**src/rtl/bgp_map.svh**
```systemverilog
`ifndef BGP_MAP_SVH
`define BGP_MAP_SVH

// register word indices of the controller's own port
`define BGP_REG_CTRL 4'h0
`define BGP_REG_TIMING 4'h1
`define BGP_REG_STATUS 4'h2
`define BGP_REG_IRQ_STAT 4'h3
`define BGP_REG_IRQ_MASK 4'h4
`define BGP_REG_PERIOD 4'h5
`define BGP_REG_DEMAND 4'h6

// ctrl field positions
`define BGP_CTRL_EN 0
`define BGP_CTRL_SRC 1
`define BGP_CTRL_INV 2
`define BGP_CTRL_GAIN_LO 3
`define BGP_CTRL_MULTI_LO 5
`define BGP_CTRL_OVSD_LO 7

// timing field positions
`define BGP_TIM_TON_LO 0
`define BGP_TIM_TOFF_LO 2
`define BGP_TIM_SKIP_LO 4

// interrupt bits
`define BGP_IRQ_OV 0
`define BGP_IRQ_STOP 1

// reset values
`define BGP_CTRL_RST 10'h000
`define BGP_TIMING_RST 6'h00
`define BGP_PERIOD_RST 12'h000

// sync debounce, in clock cycles
`define BGP_SYNC_DEBOUNCE 2

`endif

```
**src/rtl/bgp_pkg.sv**
```systemverilog
package bgp_pkg;
    typedef enum logic [1:0] {
        BGP_IDLE,
        BGP_ON,
        BGP_OFF
    } bgp_gate_e;

    typedef struct packed {
        logic [2:0] ov_offset;
        logic [1:0] multi_mode;
        logic [1:0] amp_gain;
        logic edge_inv;
        logic src_ext;
        logic enable;
    } bgp_cfg_s;
endpackage

```
**src/rtl/bgp_link_if.sv**
```systemverilog
`timescale 1ns/1ps
interface bgp_link_if;
    logic phase_sync_input;
    bgp_pkg::bgp_cfg_s cfg;
    logic [1:0] gate_min_on_time_sel;
    logic [1:0] gate_min_off_time_sel;
    logic [1:0] light_load_skip_sel;
    logic overvoltage_flag;
    logic booster_running;
    logic ov_flag_read;

    modport dev
    (
        input phase_sync_input,
        input cfg,
        input gate_min_on_time_sel,
        input gate_min_off_time_sel,
        input light_load_skip_sel,
        input ov_flag_read,
        output overvoltage_flag,
        output booster_running
    );

    modport ctl
    (
        output phase_sync_input,
        output cfg,
        output gate_min_on_time_sel,
        output gate_min_off_time_sel,
        output light_load_skip_sel,
        output ov_flag_read,
        input overvoltage_flag,
        input booster_running
    );
endinterface

```
**src/rtl/bgp_sync_edge.sv**
```systemverilog
`timescale 1ns/1ps
`include "bgp_map.svh"
// two-stage sampler, debounce and selectable edge pulse
module bgp_sync_edge
(
    input wire logic mclk,
    input wire logic sys_rst,
    input wire logic sync_in,
    input wire logic edge_inv,
    output logic edge_pulse
);
    logic meta_ff;
    logic samp_ff;
    logic [1:0] hist_ff;
    logic stable_ff;
    logic nxt_stable;
    wire agree = (hist_ff[0] == samp_ff) && (hist_ff[1] == samp_ff);

    // level accepted only after stable for the debounce window
    assign nxt_stable = agree ? samp_ff : stable_ff;

    // sampling and debounce
    always_ff @(posedge mclk or posedge sys_rst)
    begin
        if (sys_rst)
        begin
            meta_ff <= 1'b0;
            samp_ff <= 1'b0;
            hist_ff <= 2'h0;
            stable_ff <= 1'b0;
        end
        else
        begin
            meta_ff <= sync_in;
            samp_ff <= meta_ff;
            hist_ff <= {hist_ff[0], samp_ff};
            stable_ff <= nxt_stable;
        end
    end

    // rising edge by default, falling when inverted
    assign edge_pulse = (nxt_stable != stable_ff) && (nxt_stable == ~edge_inv);
endmodule

```
**src/rtl/bgp_booster.sv**
```systemverilog
`timescale 1ns/1ps
`include "bgp_map.svh"
module bgp_booster #(
    parameter int PER_W = 12,
    parameter int COMP_W = 8,
    parameter logic [11:0] INT_PERIOD = 12'h271
)
(
    input wire logic mclk,
    input wire logic sys_rst,
    bgp_link_if.dev link,
    input wire logic [COMP_W-1:0] compensation_voltage,
    input wire logic [PER_W-1:0] demand_on_cycles,
    input wire logic ov_above_shutdown,
    input wire logic ov_below_react,
    output logic gate_drive,
    output logic [PER_W-1:0] period_cycles
);
    bgp_pkg::bgp_gate_e state_ff, nxt_state;
    logic [PER_W-1:0] cnt_ff;
    logic [PER_W-1:0] int_cnt_ff;
    logic [PER_W-1:0] on_len_ff;
    logic [PER_W-1:0] last_per_ff;
    logic ov_ff;
    logic ov_lock_ff;
    logic [PER_W-1:0] nxt_on_len;
    logic ext_edge;

    // minimum on/off table in system clock cycles
    function automatic logic [PER_W-1:0] min_cycles(input logic [1:0] sel);
        case (sel)
            2'h0: min_cycles = PER_W'(8);
            2'h1: min_cycles = PER_W'(16);
            2'h2: min_cycles = PER_W'(32);
            default: min_cycles = PER_W'(64);
        endcase
    endfunction

    // compensation threshold per skip code
    function automatic logic [COMP_W-1:0] skip_thr(input logic [1:0] sel);
        case (sel)
            2'h1: skip_thr = COMP_W'(32);
            2'h2: skip_thr = COMP_W'(48);
            default: skip_thr = COMP_W'(64);
        endcase
    endfunction

    bgp_sync_edge u_sync
    (
        .mclk(mclk),
        .sys_rst(sys_rst),
        .sync_in(link.phase_sync_input),
        .edge_inv(link.cfg.edge_inv),
        .edge_pulse(ext_edge)
    );

    wire enabled = link.cfg.enable;
    wire int_wrap = (int_cnt_ff >= INT_PERIOD - 12'h001);
    wire period_start = enabled && (link.cfg.src_ext ? ext_edge : int_wrap);
    wire [PER_W-1:0] ton_min = min_cycles(link.gate_min_on_time_sel);
    wire [PER_W-1:0] toff_min = min_cycles(link.gate_min_off_time_sel);
    wire [PER_W-1:0] ref_per = link.cfg.src_ext ? last_per_ff : INT_PERIOD;
    wire [PER_W-1:0] max_on = (ref_per > toff_min) ? ref_per - toff_min : '0;
    wire skip_active = (link.light_load_skip_sel != 2'h0);
    wire skip_now = skip_active &&
        (compensation_voltage < skip_thr(link.light_load_skip_sel));
    wire blocked = ov_lock_ff || ov_above_shutdown || !enabled;
    wire [PER_W-1:0] want_on = (demand_on_cycles < ton_min) ? ton_min : demand_on_cycles;

    always_comb
    begin
        if (demand_on_cycles == '0 || skip_now || blocked)
            nxt_on_len = '0;
        else if (want_on > max_on)
            nxt_on_len = max_on;
        else
            nxt_on_len = want_on;
    end

    // gate state machine
    always_comb
    begin
        nxt_state = state_ff;
        case (state_ff)
            bgp_pkg::BGP_IDLE:
                if (period_start && nxt_on_len != '0)
                    nxt_state = bgp_pkg::BGP_ON;
            bgp_pkg::BGP_ON:
                if (blocked)
                    nxt_state = bgp_pkg::BGP_IDLE;
                else if (cnt_ff + PER_W'(1) >= on_len_ff)
                    nxt_state = bgp_pkg::BGP_OFF;
            bgp_pkg::BGP_OFF:
                if (period_start && nxt_on_len != '0)
                    nxt_state = bgp_pkg::BGP_ON;
            default: nxt_state = bgp_pkg::BGP_IDLE;
        endcase
    end

    // counters and state
    always_ff @(posedge mclk or posedge sys_rst)
    begin
        if (sys_rst)
        begin
            state_ff <= bgp_pkg::BGP_IDLE;
            cnt_ff <= '0;
            int_cnt_ff <= '0;
            on_len_ff <= '0;
            last_per_ff <= '0;
        end
        else
        begin
            state_ff <= nxt_state;
            int_cnt_ff <= (!enabled || int_wrap) ? '0 : int_cnt_ff + PER_W'(1);
            cnt_ff <= period_start ? '0 : cnt_ff + PER_W'(1);
            if (period_start)
            begin
                on_len_ff <= nxt_on_len;
                last_per_ff <= cnt_ff + PER_W'(1);
            end
        end
    end

    // over-voltage latch and lockout, set wins over read
    always_ff @(posedge mclk or posedge sys_rst)
    begin
        if (sys_rst)
        begin
            ov_ff <= 1'b0;
            ov_lock_ff <= 1'b0;
        end
        else
        begin
            ov_ff <= ov_above_shutdown | (ov_ff & ~link.ov_flag_read);
            if (ov_above_shutdown)
                ov_lock_ff <= 1'b1;
            else if (ov_below_react)
                ov_lock_ff <= 1'b0;
        end
    end

    // gate only while on and enabled
    assign gate_drive = (state_ff == bgp_pkg::BGP_ON) && enabled && !ov_lock_ff;
    assign link.overvoltage_flag = ov_ff;
    assign link.booster_running = enabled && !ov_lock_ff;
    assign period_cycles = last_per_ff;
endmodule

```
**src/flat_wrapper.sv**
```systemverilog
// flat-port wrapper written by rule: the top's interface ports become plain ports
module bgp_booster_flat 
#(
    parameter int PER_W = 12,
    parameter int COMP_W = 8,
    parameter logic [11:0] INT_PERIOD = 12'h271
)
  (mclk, sys_rst, compensation_voltage, demand_on_cycles, ov_above_shutdown, ov_below_react, gate_drive, period_cycles, link_phase_sync_input, link_cfg, link_gate_min_on_time_sel, link_gate_min_off_time_sel, link_light_load_skip_sel, link_ov_flag_read, link_overvoltage_flag, link_booster_running);
  bgp_link_if link_i ();
  input wire logic mclk;
  input wire logic sys_rst;
  input wire logic [COMP_W-1:0] compensation_voltage;
  input wire logic [PER_W-1:0] demand_on_cycles;
  input wire logic ov_above_shutdown;
  input wire logic ov_below_react;
  output logic gate_drive;
  output logic [PER_W-1:0] period_cycles;
  input wire logic [$bits(link_i.phase_sync_input)-1:0] link_phase_sync_input;
  input wire logic [$bits(link_i.cfg)-1:0] link_cfg;
  input wire logic [$bits(link_i.gate_min_on_time_sel)-1:0] link_gate_min_on_time_sel;
  input wire logic [$bits(link_i.gate_min_off_time_sel)-1:0] link_gate_min_off_time_sel;
  input wire logic [$bits(link_i.light_load_skip_sel)-1:0] link_light_load_skip_sel;
  input wire logic [$bits(link_i.ov_flag_read)-1:0] link_ov_flag_read;
  output wire logic [$bits(link_i.overvoltage_flag)-1:0] link_overvoltage_flag;
  output wire logic [$bits(link_i.booster_running)-1:0] link_booster_running;
  assign link_i.phase_sync_input = link_phase_sync_input;
  assign link_i.cfg = link_cfg;
  assign link_i.gate_min_on_time_sel = link_gate_min_on_time_sel;
  assign link_i.gate_min_off_time_sel = link_gate_min_off_time_sel;
  assign link_i.light_load_skip_sel = link_light_load_skip_sel;
  assign link_i.ov_flag_read = link_ov_flag_read;
  assign link_overvoltage_flag = link_i.overvoltage_flag;
  assign link_booster_running = link_i.booster_running;
  bgp_booster #(.PER_W(PER_W), .COMP_W(COMP_W), .INT_PERIOD(INT_PERIOD)) u_core (.mclk(mclk), .sys_rst(sys_rst), .link(link_i), .compensation_voltage(compensation_voltage), .demand_on_cycles(demand_on_cycles), .ov_above_shutdown(ov_above_shutdown), .ov_below_react(ov_below_react), .gate_drive(gate_drive), .period_cycles(period_cycles));
endmodule
```
**config.mk**
```make
export PLATFORM = sky130hd
export DESIGN_NAME = bgp_booster_flat
export DESIGN_NICKNAME = d
export VERILOG_FILES = /design/src/rtl/bgp_pkg.sv /design/src/rtl/bgp_link_if.sv /design/src/rtl/bgp_sync_edge.sv /design/src/rtl/bgp_booster.sv /design/src/flat_wrapper.sv
export VERILOG_INCLUDE_DIRS = /design/src /design/src/rtl
export SDC_FILE = /design/constraint.sdc
export NUM_CORES = 1
export LEC_CHECK = 0
export BUFFER_PORTS_ARGS = -buffer_cell sky130_fd_sc_hd__buf_2
export CAP_MARGIN = 20
export CORE_ASPECT_RATIO = 0.75
export CORE_UTILIZATION = 35
export DETAILED_ROUTE_END_ITERATION = 6
export SLEW_MARGIN = 25
export SYNTH_ARGS = -nofsm -noshare
export SYNTH_HDL_FRONTEND = slang
export SYNTH_SLANG_ARGS = --single-unit
export TNS_END_PERCENT = 5
```
**constraint.sdc**
```tcl
create_clock -name mclk -period 4.3 [get_ports mclk]
set_clock_uncertainty 0.05 [all_clocks]
set_input_delay 0.86 -clock mclk [delete_from_list [all_inputs] [get_ports mclk]]
set_output_delay 0.86 -clock mclk [all_outputs]
set_load 0.05 [all_outputs]
```
==> results.md, run 1 <==
- Die area: 11700 µm²
- Slew @ Worst Pin: a little over 0.8 ns
- Max Freq: 0.242 GHz
- Synth top area share: 36.1%
- Worst EP arrival: 4.31 ns
- Syn-to-layout area delta: 19.7%
- Cell taking the most area after synthesis: dfrtp_1
- Layout cells sized above 1: roughly 20%
- Post-CTS Setup Repair Bufs: 0
- Sw frac: about 36%
- Via count: around 3300
- Critical Path Source: link_cfg[1]
- Register Area: 1430 µm²
- Clk pwr share: 32.3%
- Vias per cell: 5.10
- Port bufs: 45
- NumNets Final: 579
- Tcrit/Tclk final: 96.1%
- Setup crit start kind: input pin
- Tmin final: 4.13 ns
- Initial Util: 36.1%
- Total power: 1.98 mW
- Worst rel slew slack: 45.9%
- CP cell instances: buf_2 > nand2_1 > ha_1 > inv_1 > fa_1 > a21o_1 > a21oi_1 > buf_4 > mux2i_1 > o22ai_1 > ha_1 > nand4_1 > a211o_2 > a31oi_4 > buf_12 > mux2_2 > o22ai_1
- Worst r2r src: u_core.period_cycles[3]
- Post-synthesis mux area share: 3.52%
- Synth Area per Inst: 9.08 µm²
- Sequential share of power: 32.5%
- Synth Area in XOR/XNOR: 4.43%
- Row cnt: 33
- Antenna-violating nets left: 0
- Clock Sinks: 57
- Top cells by area, synth: dfrtp_1 (36%), ha_1 (12%), inv_1 (4.2%), nand2_1 (3.7%), nor2_1 (3.5%)
- Yosys cell types: 71
- I/O Pins: 57
- Status: completed
- Clock buffer depth: 2
- Core area: 10900 µm²
- Ys flop type: dfrtp_1
- Fin Setup TNS: 0 ns
- CP Max Fanout: 14
- Root Buffer: clkbuf_16
- Placed cell count: 627
- Final WL: around 10 mm
- Final setup vio count: 0
- DR DRC count: 0
- RSZ-0062 raised after global routing: no
- Post-Synth Simple-Gate Area: between 20% and 30%
- Total congestion overflow: 0
- Final GP Congestion: roughly 0.83
- Post-synth EDFFs: 0
- Initial DRC Count: between 150 and 200
- Final Util: 43.2%
- H-tree depth: 3
- Clock slew seen by the registers of the worst setup and hold paths: 0.05 ns
- Worst Path Required: 4.48 ns
- Hold Vio Cnt, Final: 0
- Hold Slack: approximately 0.30 ns
- Synth Area in Adders: about an eighth
- Register area share after synthesis: 36.1%
- Crit. End Element: register
- Asr flop ratio synth: 100%
- Multi-input gate area: approximately 2300 µm²
- Die height: 94 µm
- Mapped cell area: between 3000 and 4000 µm²
- Overall routing resource usage: 17.8%
- Initial antenna violation count: 0
- Fin. max-slew vios: 0
- Largest family of logic cells by synthesized area: simple AND/OR/NAND/NOR gates
- Die W: approximately 120 µm
- Compound-Gate Fraction of Synth Area: between 10% and 20%
- Critical path class: in -> reg
- Power density cells: 419 nW/µm²
- Layout fillers: 1049
- Commonest non-fill, non-tap cells in the layout: dfrtp_1 (57), buf_2 (45), inv_1 (43)
- Int Pwr: around 1.3 mW
- Post-detail-place hpwl: 7.80 mm
- Max Cap Viol: 0
- HP Class: reg -> reg
- Max IR drop VDD: 0.248 mV
- Combinational Power Share: roughly a third
- FF+latch count, synth: 57
- Most common cell after layout, fill and taps aside: dfrtp_1
- First-pass GRT wire length: 16.1 mm
- Psw: a little over 0.7 mW
- Final cell count without fillers: approximately 640
- Largest net degree at the start of global routing: 39
- Num CTS Buffers: 9
- Number of global-route vias before repair: 3176
- Yosys synthesis warning count: 0
- Mapped Cells: 435
- Clock Latency Late Sink: 0.32 ns
- Antenna diodes: 0
- CTS tree: yes
- Wire per inst: around 15 µm
- Lkg Pwr: 2.31 nW
- CP max stage cell: fa_1
- Hold wc startpoint: u_core.u_sync.meta_ff
- DR pass1 iterations: 4
- Critical Path Max Stage Delay: ~0.4 ns
==> critical path: cells and delay by family <==
family | cells | cell delay [ns]
muxes | 2 | 0.52
adders and majority gates | 3 | 0.89
buffers and inverters | 4 | 0.52
AOI/OAI and AO/OA | 6 | 1.25
and+or+nand+nor | 2 | 0.23
==> cells by family after synthesis <==
family,after synthesis
adders and majority gates,39
xor gates and xnor gates,20
buffers and inverters,58
other,1
DFF,57
AOI/OAI and AO/OA,92
muxes,13
and+or+nand+nor,155
==> flip-flops by register name (all words and copies together), names as in the netlist <==
name	cells
u_core.cnt_ff	12
u_core.int_cnt_ff	12
u_core.on_len_ff	12
u_core.period_cycles	12
u_core.state_ff	2
u_core.u_sync.hist_ff	2
u_core.link.overvoltage_flag	1
u_core.ov_lock_ff	1
u_core.u_sync.meta_ff	1
u_core.u_sync.samp_ff	1
u_core.u_sync.stable_ff	1
==> final cells by class <==
type / count / area share [%]
timing repair buffer: 65 / 8.21
inverter: 44 / 3.49
tap: 140 / 3.71
sequential: 57 / 30.2
multi-input combinational: 321 / 48.6
clock inverter: 5 / 0.662
clock buffer: 11 / 5.14
==> per-layer routing <==
layer | up-vias | track usage, % | wire length [µm]
met2 | 91 | 26.2 | 4010
met1 | 1533 | 26.3 | 4980
li1 | 1652 | - | -
met4 | 0 | 3.01 | 17
met5 | - | 0 | 0
met3 | 3 | 4.56 | 745
==> synth_stat cells (all sizes together) (3+ instances only) <==
cell and count:
o22ai 9, a211oi 3, nand4 7, nand3 12, inv 44, a21o 7, nor2b 5, o21ai 21
nand4b 3, nand2b 13, mux2i 9, nor3 8, nor2 38, mux2 4, clkbuf 7, nand2 39
xor2 13, ha 38, or3 3, and2 9, a21oi 21, buf 6, dfrtp 57, a21boi 3
and3 4, xnor2 7, nor4 3, o32ai 5, o211ai 3
==> per-stage QoR <==
| stage | worst slack [ns] | instance area (µm²) |
|---|---|---|
| finish | 0.169 | 4730 |
| global placement | -0.0914 | 4440 |
| floorplan | 0.0425 | 3950 |
| global route | 0.00141 | 4730 |
| CTS | 0.142 | 4720 |
| detailed placement | -0.188 | 4440 |
==> power groups by stage <==
stage	Clock, mW	Combinational [mW]	Sequential [mW]
after global routing	0.681	0.780	0.653
after global placement	0	0.670	0.652
after CTS	0.658	0.693	0.644
after detailed placement	0	0.688	0.653
final	0.639	0.696	0.644
after floorplan	0	0.403	0.717
==> final timing paths <==
| path | cells after the start | slack (ns) | endpoint |
|---|---|---|---|
| worst max-delay path | 17 | 0.17 | u_core.on_len_ff[10] |
| worst min-delay path | 0 | 0.30 | u_core.u_sync.samp_ff |
| worst max register to register | 16 | 0.49 | u_core.on_len_ff[10] |
| worst min register to register | 0 | 0.30 | u_core.u_sync.samp_ff |
| max in group asynchronous | 3 | 2.79 | u_core.period_cycles[8] |
| min in group asynchronous | 2 | 0.64 | u_core.cnt_ff[6] |
==> timing repair <==
| action | CTS | global route |
|---|---|---|
| endpoints found under the setup margin | 0 | 10 |
| hold buffers | 0 | 0 |
| gates resized for setup | 0 | 5 |
Power figures use the tool's default switching activity.
==> run 2: changes to the inputs <==
--- a/config.mk
+++ b/config.mk
@@ -11,6 +11,8 @@
 export CORE_ASPECT_RATIO = 0.75
 export CORE_UTILIZATION = 35
 export DETAILED_ROUTE_END_ITERATION = 6
+export PLACE_DENSITY_LB_ADDON = 0.1
+export RECOVER_POWER = 25
 export SLEW_MARGIN = 25
 export SYNTH_ARGS = -nofsm -noshare
 export SYNTH_HDL_FRONTEND = slang
==> results.md, run 2 (synthesis gave the netlist of run 1 again) <==
- Met3 Usage GRT: 5.98% (+1.4 points)
- Multi-input gate area: 2290 µm² (-0.16%)
- Post-CTS Hold Buffers: 0 (unchanged)
- Critical path class: in -> reg
- Most common cell after layout, fill and taps aside: dfrtp_1
- Crit. End Element: register
- Clk pwr share: 31.7% (-0.6 points)
- Row cnt: 33 (unchanged)
- Met2 Usage GRT: 26.1% (-0.18 points)
- Clock Sinks: 57 (unchanged)
- Bufs and invs on worst path: 3 (-1)
- Register Area: 1430 µm² (unchanged)
- Initial Util: 36.1% (unchanged)
- Sequential share of power: 32.6% (about the same)
- First-pass GRT wire length: 16.6 mm (+3.0%)
- Hold Slack: 0.299 ns (-0.00316 ns)
- DR DRC count: 0 (unchanged)
- Dpl cell area: 4480 µm² (+0.90%)
- NumNets Final: 588 (+1.6%)
- Total congestion overflow: 0 (unchanged)
- Final GP Congestion: 0.763 (-7.6%)
- Commonest non-fill, non-tap cells in the layout: dfrtp_1 (57), buf_2 (45), inv_1 (44)
- CP Max Fanout: 11 (-3)
- Worst Path Required: 4.45 ns (-0.03 ns)
- Final WL: 10.0 mm (+2.7%)
- Worst r2r src: u_core.period_cycles[3]
- CTS tree: yes
- Clock buffer depth: 2 (unchanged)
- Fin Setup TNS: 0 ns (unchanged)
- CP cell instances: buf_2 > nor2_1 > ha_1 > inv_1 > fa_1 > a21o_1 > a21oi_1 > mux2i_1 > o22ai_1 > ha_1 > nand4_1 > or2b_2 > a31oi_4 > buf_4 > mux2i_1 > o22ai_1
- Tmin final: 4.08 ns (-0.0459 ns)
- Core area: 10900 µm² (unchanged)
- Setup crit start kind: input pin
- Port bufs: 45 (unchanged)
- Fin. max-slew vios: 58 (+58)
- Post-place setup slack: -0.198 ns (-0.0100 ns)
- H-tree depth: 3 (unchanged)
- Layout fillers: 1082 (+3.1%)
- Worst reg2reg path endpoint: u_core.on_len_ff[2]
- Placed cell count: 634 (+1.1%)
- Root Buffer: clkbuf_16
- Status: finished with violations
- Final cell count without fillers: 652 (+1.4%)
- Die W: 125 µm (unchanged)
- Post-detail-place hpwl: 7.89 mm (+1.2%)
- Power density cells: 416 nW/µm² (-0.70%)
- Critical Path Max Stage Delay: 0.40 ns (about the same)
- Hold wc startpoint: u_core.u_sync.meta_ff
- Lkg Pwr: 2.34 nW (+1.5%)
- Antenna-violating nets left: 0 (unchanged)
- Largest net degree at the start of global routing: 58 (+49%)
- Die area: 11700 µm² (unchanged)
- Hold Path Depth: 0 (unchanged)
- Hold Vio Cnt, Final: 0 (unchanged)
- Max Freq: 0.245 GHz (+1.1%)
- Clock Latency Late Sink: 0.33 ns (about the same)
- Combinational Power Share: 35.7% (+0.5 points)
- Syn-to-layout area delta: 20.6%
- Final setup vio count: 0 (unchanged)
- I/O Pins: 57 (unchanged)
- Max IR drop VDD: 0.163 mV (-34%)
- Overall routing resource usage: 18.7% (+0.90 points)
- Psw: 0.719 mW (+1.0%)
- Critical Path Stages: 16 (-1)
- HP Class: reg -> reg
- Layout cells sized above 1: 21.5% (+1.0 points)
- Max Cap Viol: 1 (+1)
- Int Pwr: 1.26 mW (-0.48%)
- Number of global-route vias before repair: 3183 (+0.22%)
- Wire per inst: 15.4 µm (+1.2%)
- Family with the most delay on the worst path: compound AO/OA/AOI/OAI gates
- Design Area, Final: 4760 µm² (+0.77%)
- Antenna diodes: 0 (unchanged)
- CP max stage cell: fa_1
- Sw frac: 36.3% (+0.35 points)
- Die height: 94 µm (unchanged)
- Tcrit/Tclk final: 95.0% (-1.1 points)
- Worst rel slew slack: -108% (-150 points)
- Final setup margin: 0.215 ns (+0.0459 ns)
- Vias per cell: 5.07 (-0.66%)
- Worst EP arrival: 4.23 ns (-0.08 ns)
- Initial antenna violation count: 0 (unchanged)
- Slew @ Worst Pin: 3.12 ns (+2.31 ns)
- Worst Reg-to-Reg Cells: 15 (-1)
- Via count: 3303 (+0.73%)
- Num CTS Buffers: 9 (unchanged)
- Violated checks: capacitance limit, slew limit
- Initial DRC Count: 198 (+28%)
- DR pass1 iterations: 4 (unchanged)
- Global routing usage on met1: 28.0% (+1.7 points)
- Worst hold endpoint: u_core.u_sync.samp_ff
- Setup slack, reg-to-reg: 0.50 ns (about the same)
- Gr busiest metal: met1
- Clock slew seen by the registers of the worst setup and hold paths: 0.05 ns (about the same)
-- run 2: area by class of cell --
class / instances / area share [%]
Clock buffer: 9 / 4.73
Clock inverter: 7 / 0.788
Inverter: 44 / 3.47
Multi-Input combinational cell: 321 / 48.2
Sequential cell: 57 / 29.9
Tap cell: 140 / 3.68
Timing Repair Buffer: 74 / 9.22
-- run 2: repair_timing --
| action | in CTS | in global routing |
|---|---|---|
| setup buffers | 0 | 2 |
| gates resized for setup | 0 | 3 |
| endpoints found under the setup margin | 0 | 8 |
-- run 2: stage by stage --
step | power [mW] | util (%)
3_3_place_gp | 1.35 | 41.0
2_1_floorplan | 1.12 | -
3_5_place_dp | 1.35 | 41.0
4_1_cts | 2.00 | 43.4
5_1_grt | 2.12 | 43.5
6_report | 1.98 | 43.5
-- run 2: worst max path at each step --
stage,from,end,slack (ns)
6_report,link_gate_min_off_time_sel[1],u_core.on_len_ff[2],0.22
5_1_grt,link_gate_min_off_time_sel[1],u_core.on_len_ff[2],-0.006
4_1_cts,link_gate_min_off_time_sel[1],u_core.on_len_ff[3],0.16
3_5_place_dp,link_gate_min_off_time_sel[1],u_core.on_len_ff[3],-0.20
3_3_place_gp,link_gate_min_off_time_sel[1],u_core.on_len_ff[3],-0.17
2_1_floorplan,link_cfg[1],u_core.on_len_ff[11],0.04
-- run 2: layer usage --
metal / routed length, µm / up-vias
met5: 0 / -
met4: 10 / 0
met3: 649 / 2
met2: 4020 / 76
met1: 5340 / 1558
li1: - / 1667
-- run 2: power groups by stage --
stage | clock network [mW] | registers (mW) | logic [mW]
floorplan | 0 | 0.717 | 0.403
finish | 0.628 | 0.646 | 0.707
detailed placement | 0 | 0.656 | 0.698
global route | 0.680 | 0.656 | 0.788
global placement | 0 | 0.654 | 0.695
CTS | 0.649 | 0.646 | 0.703
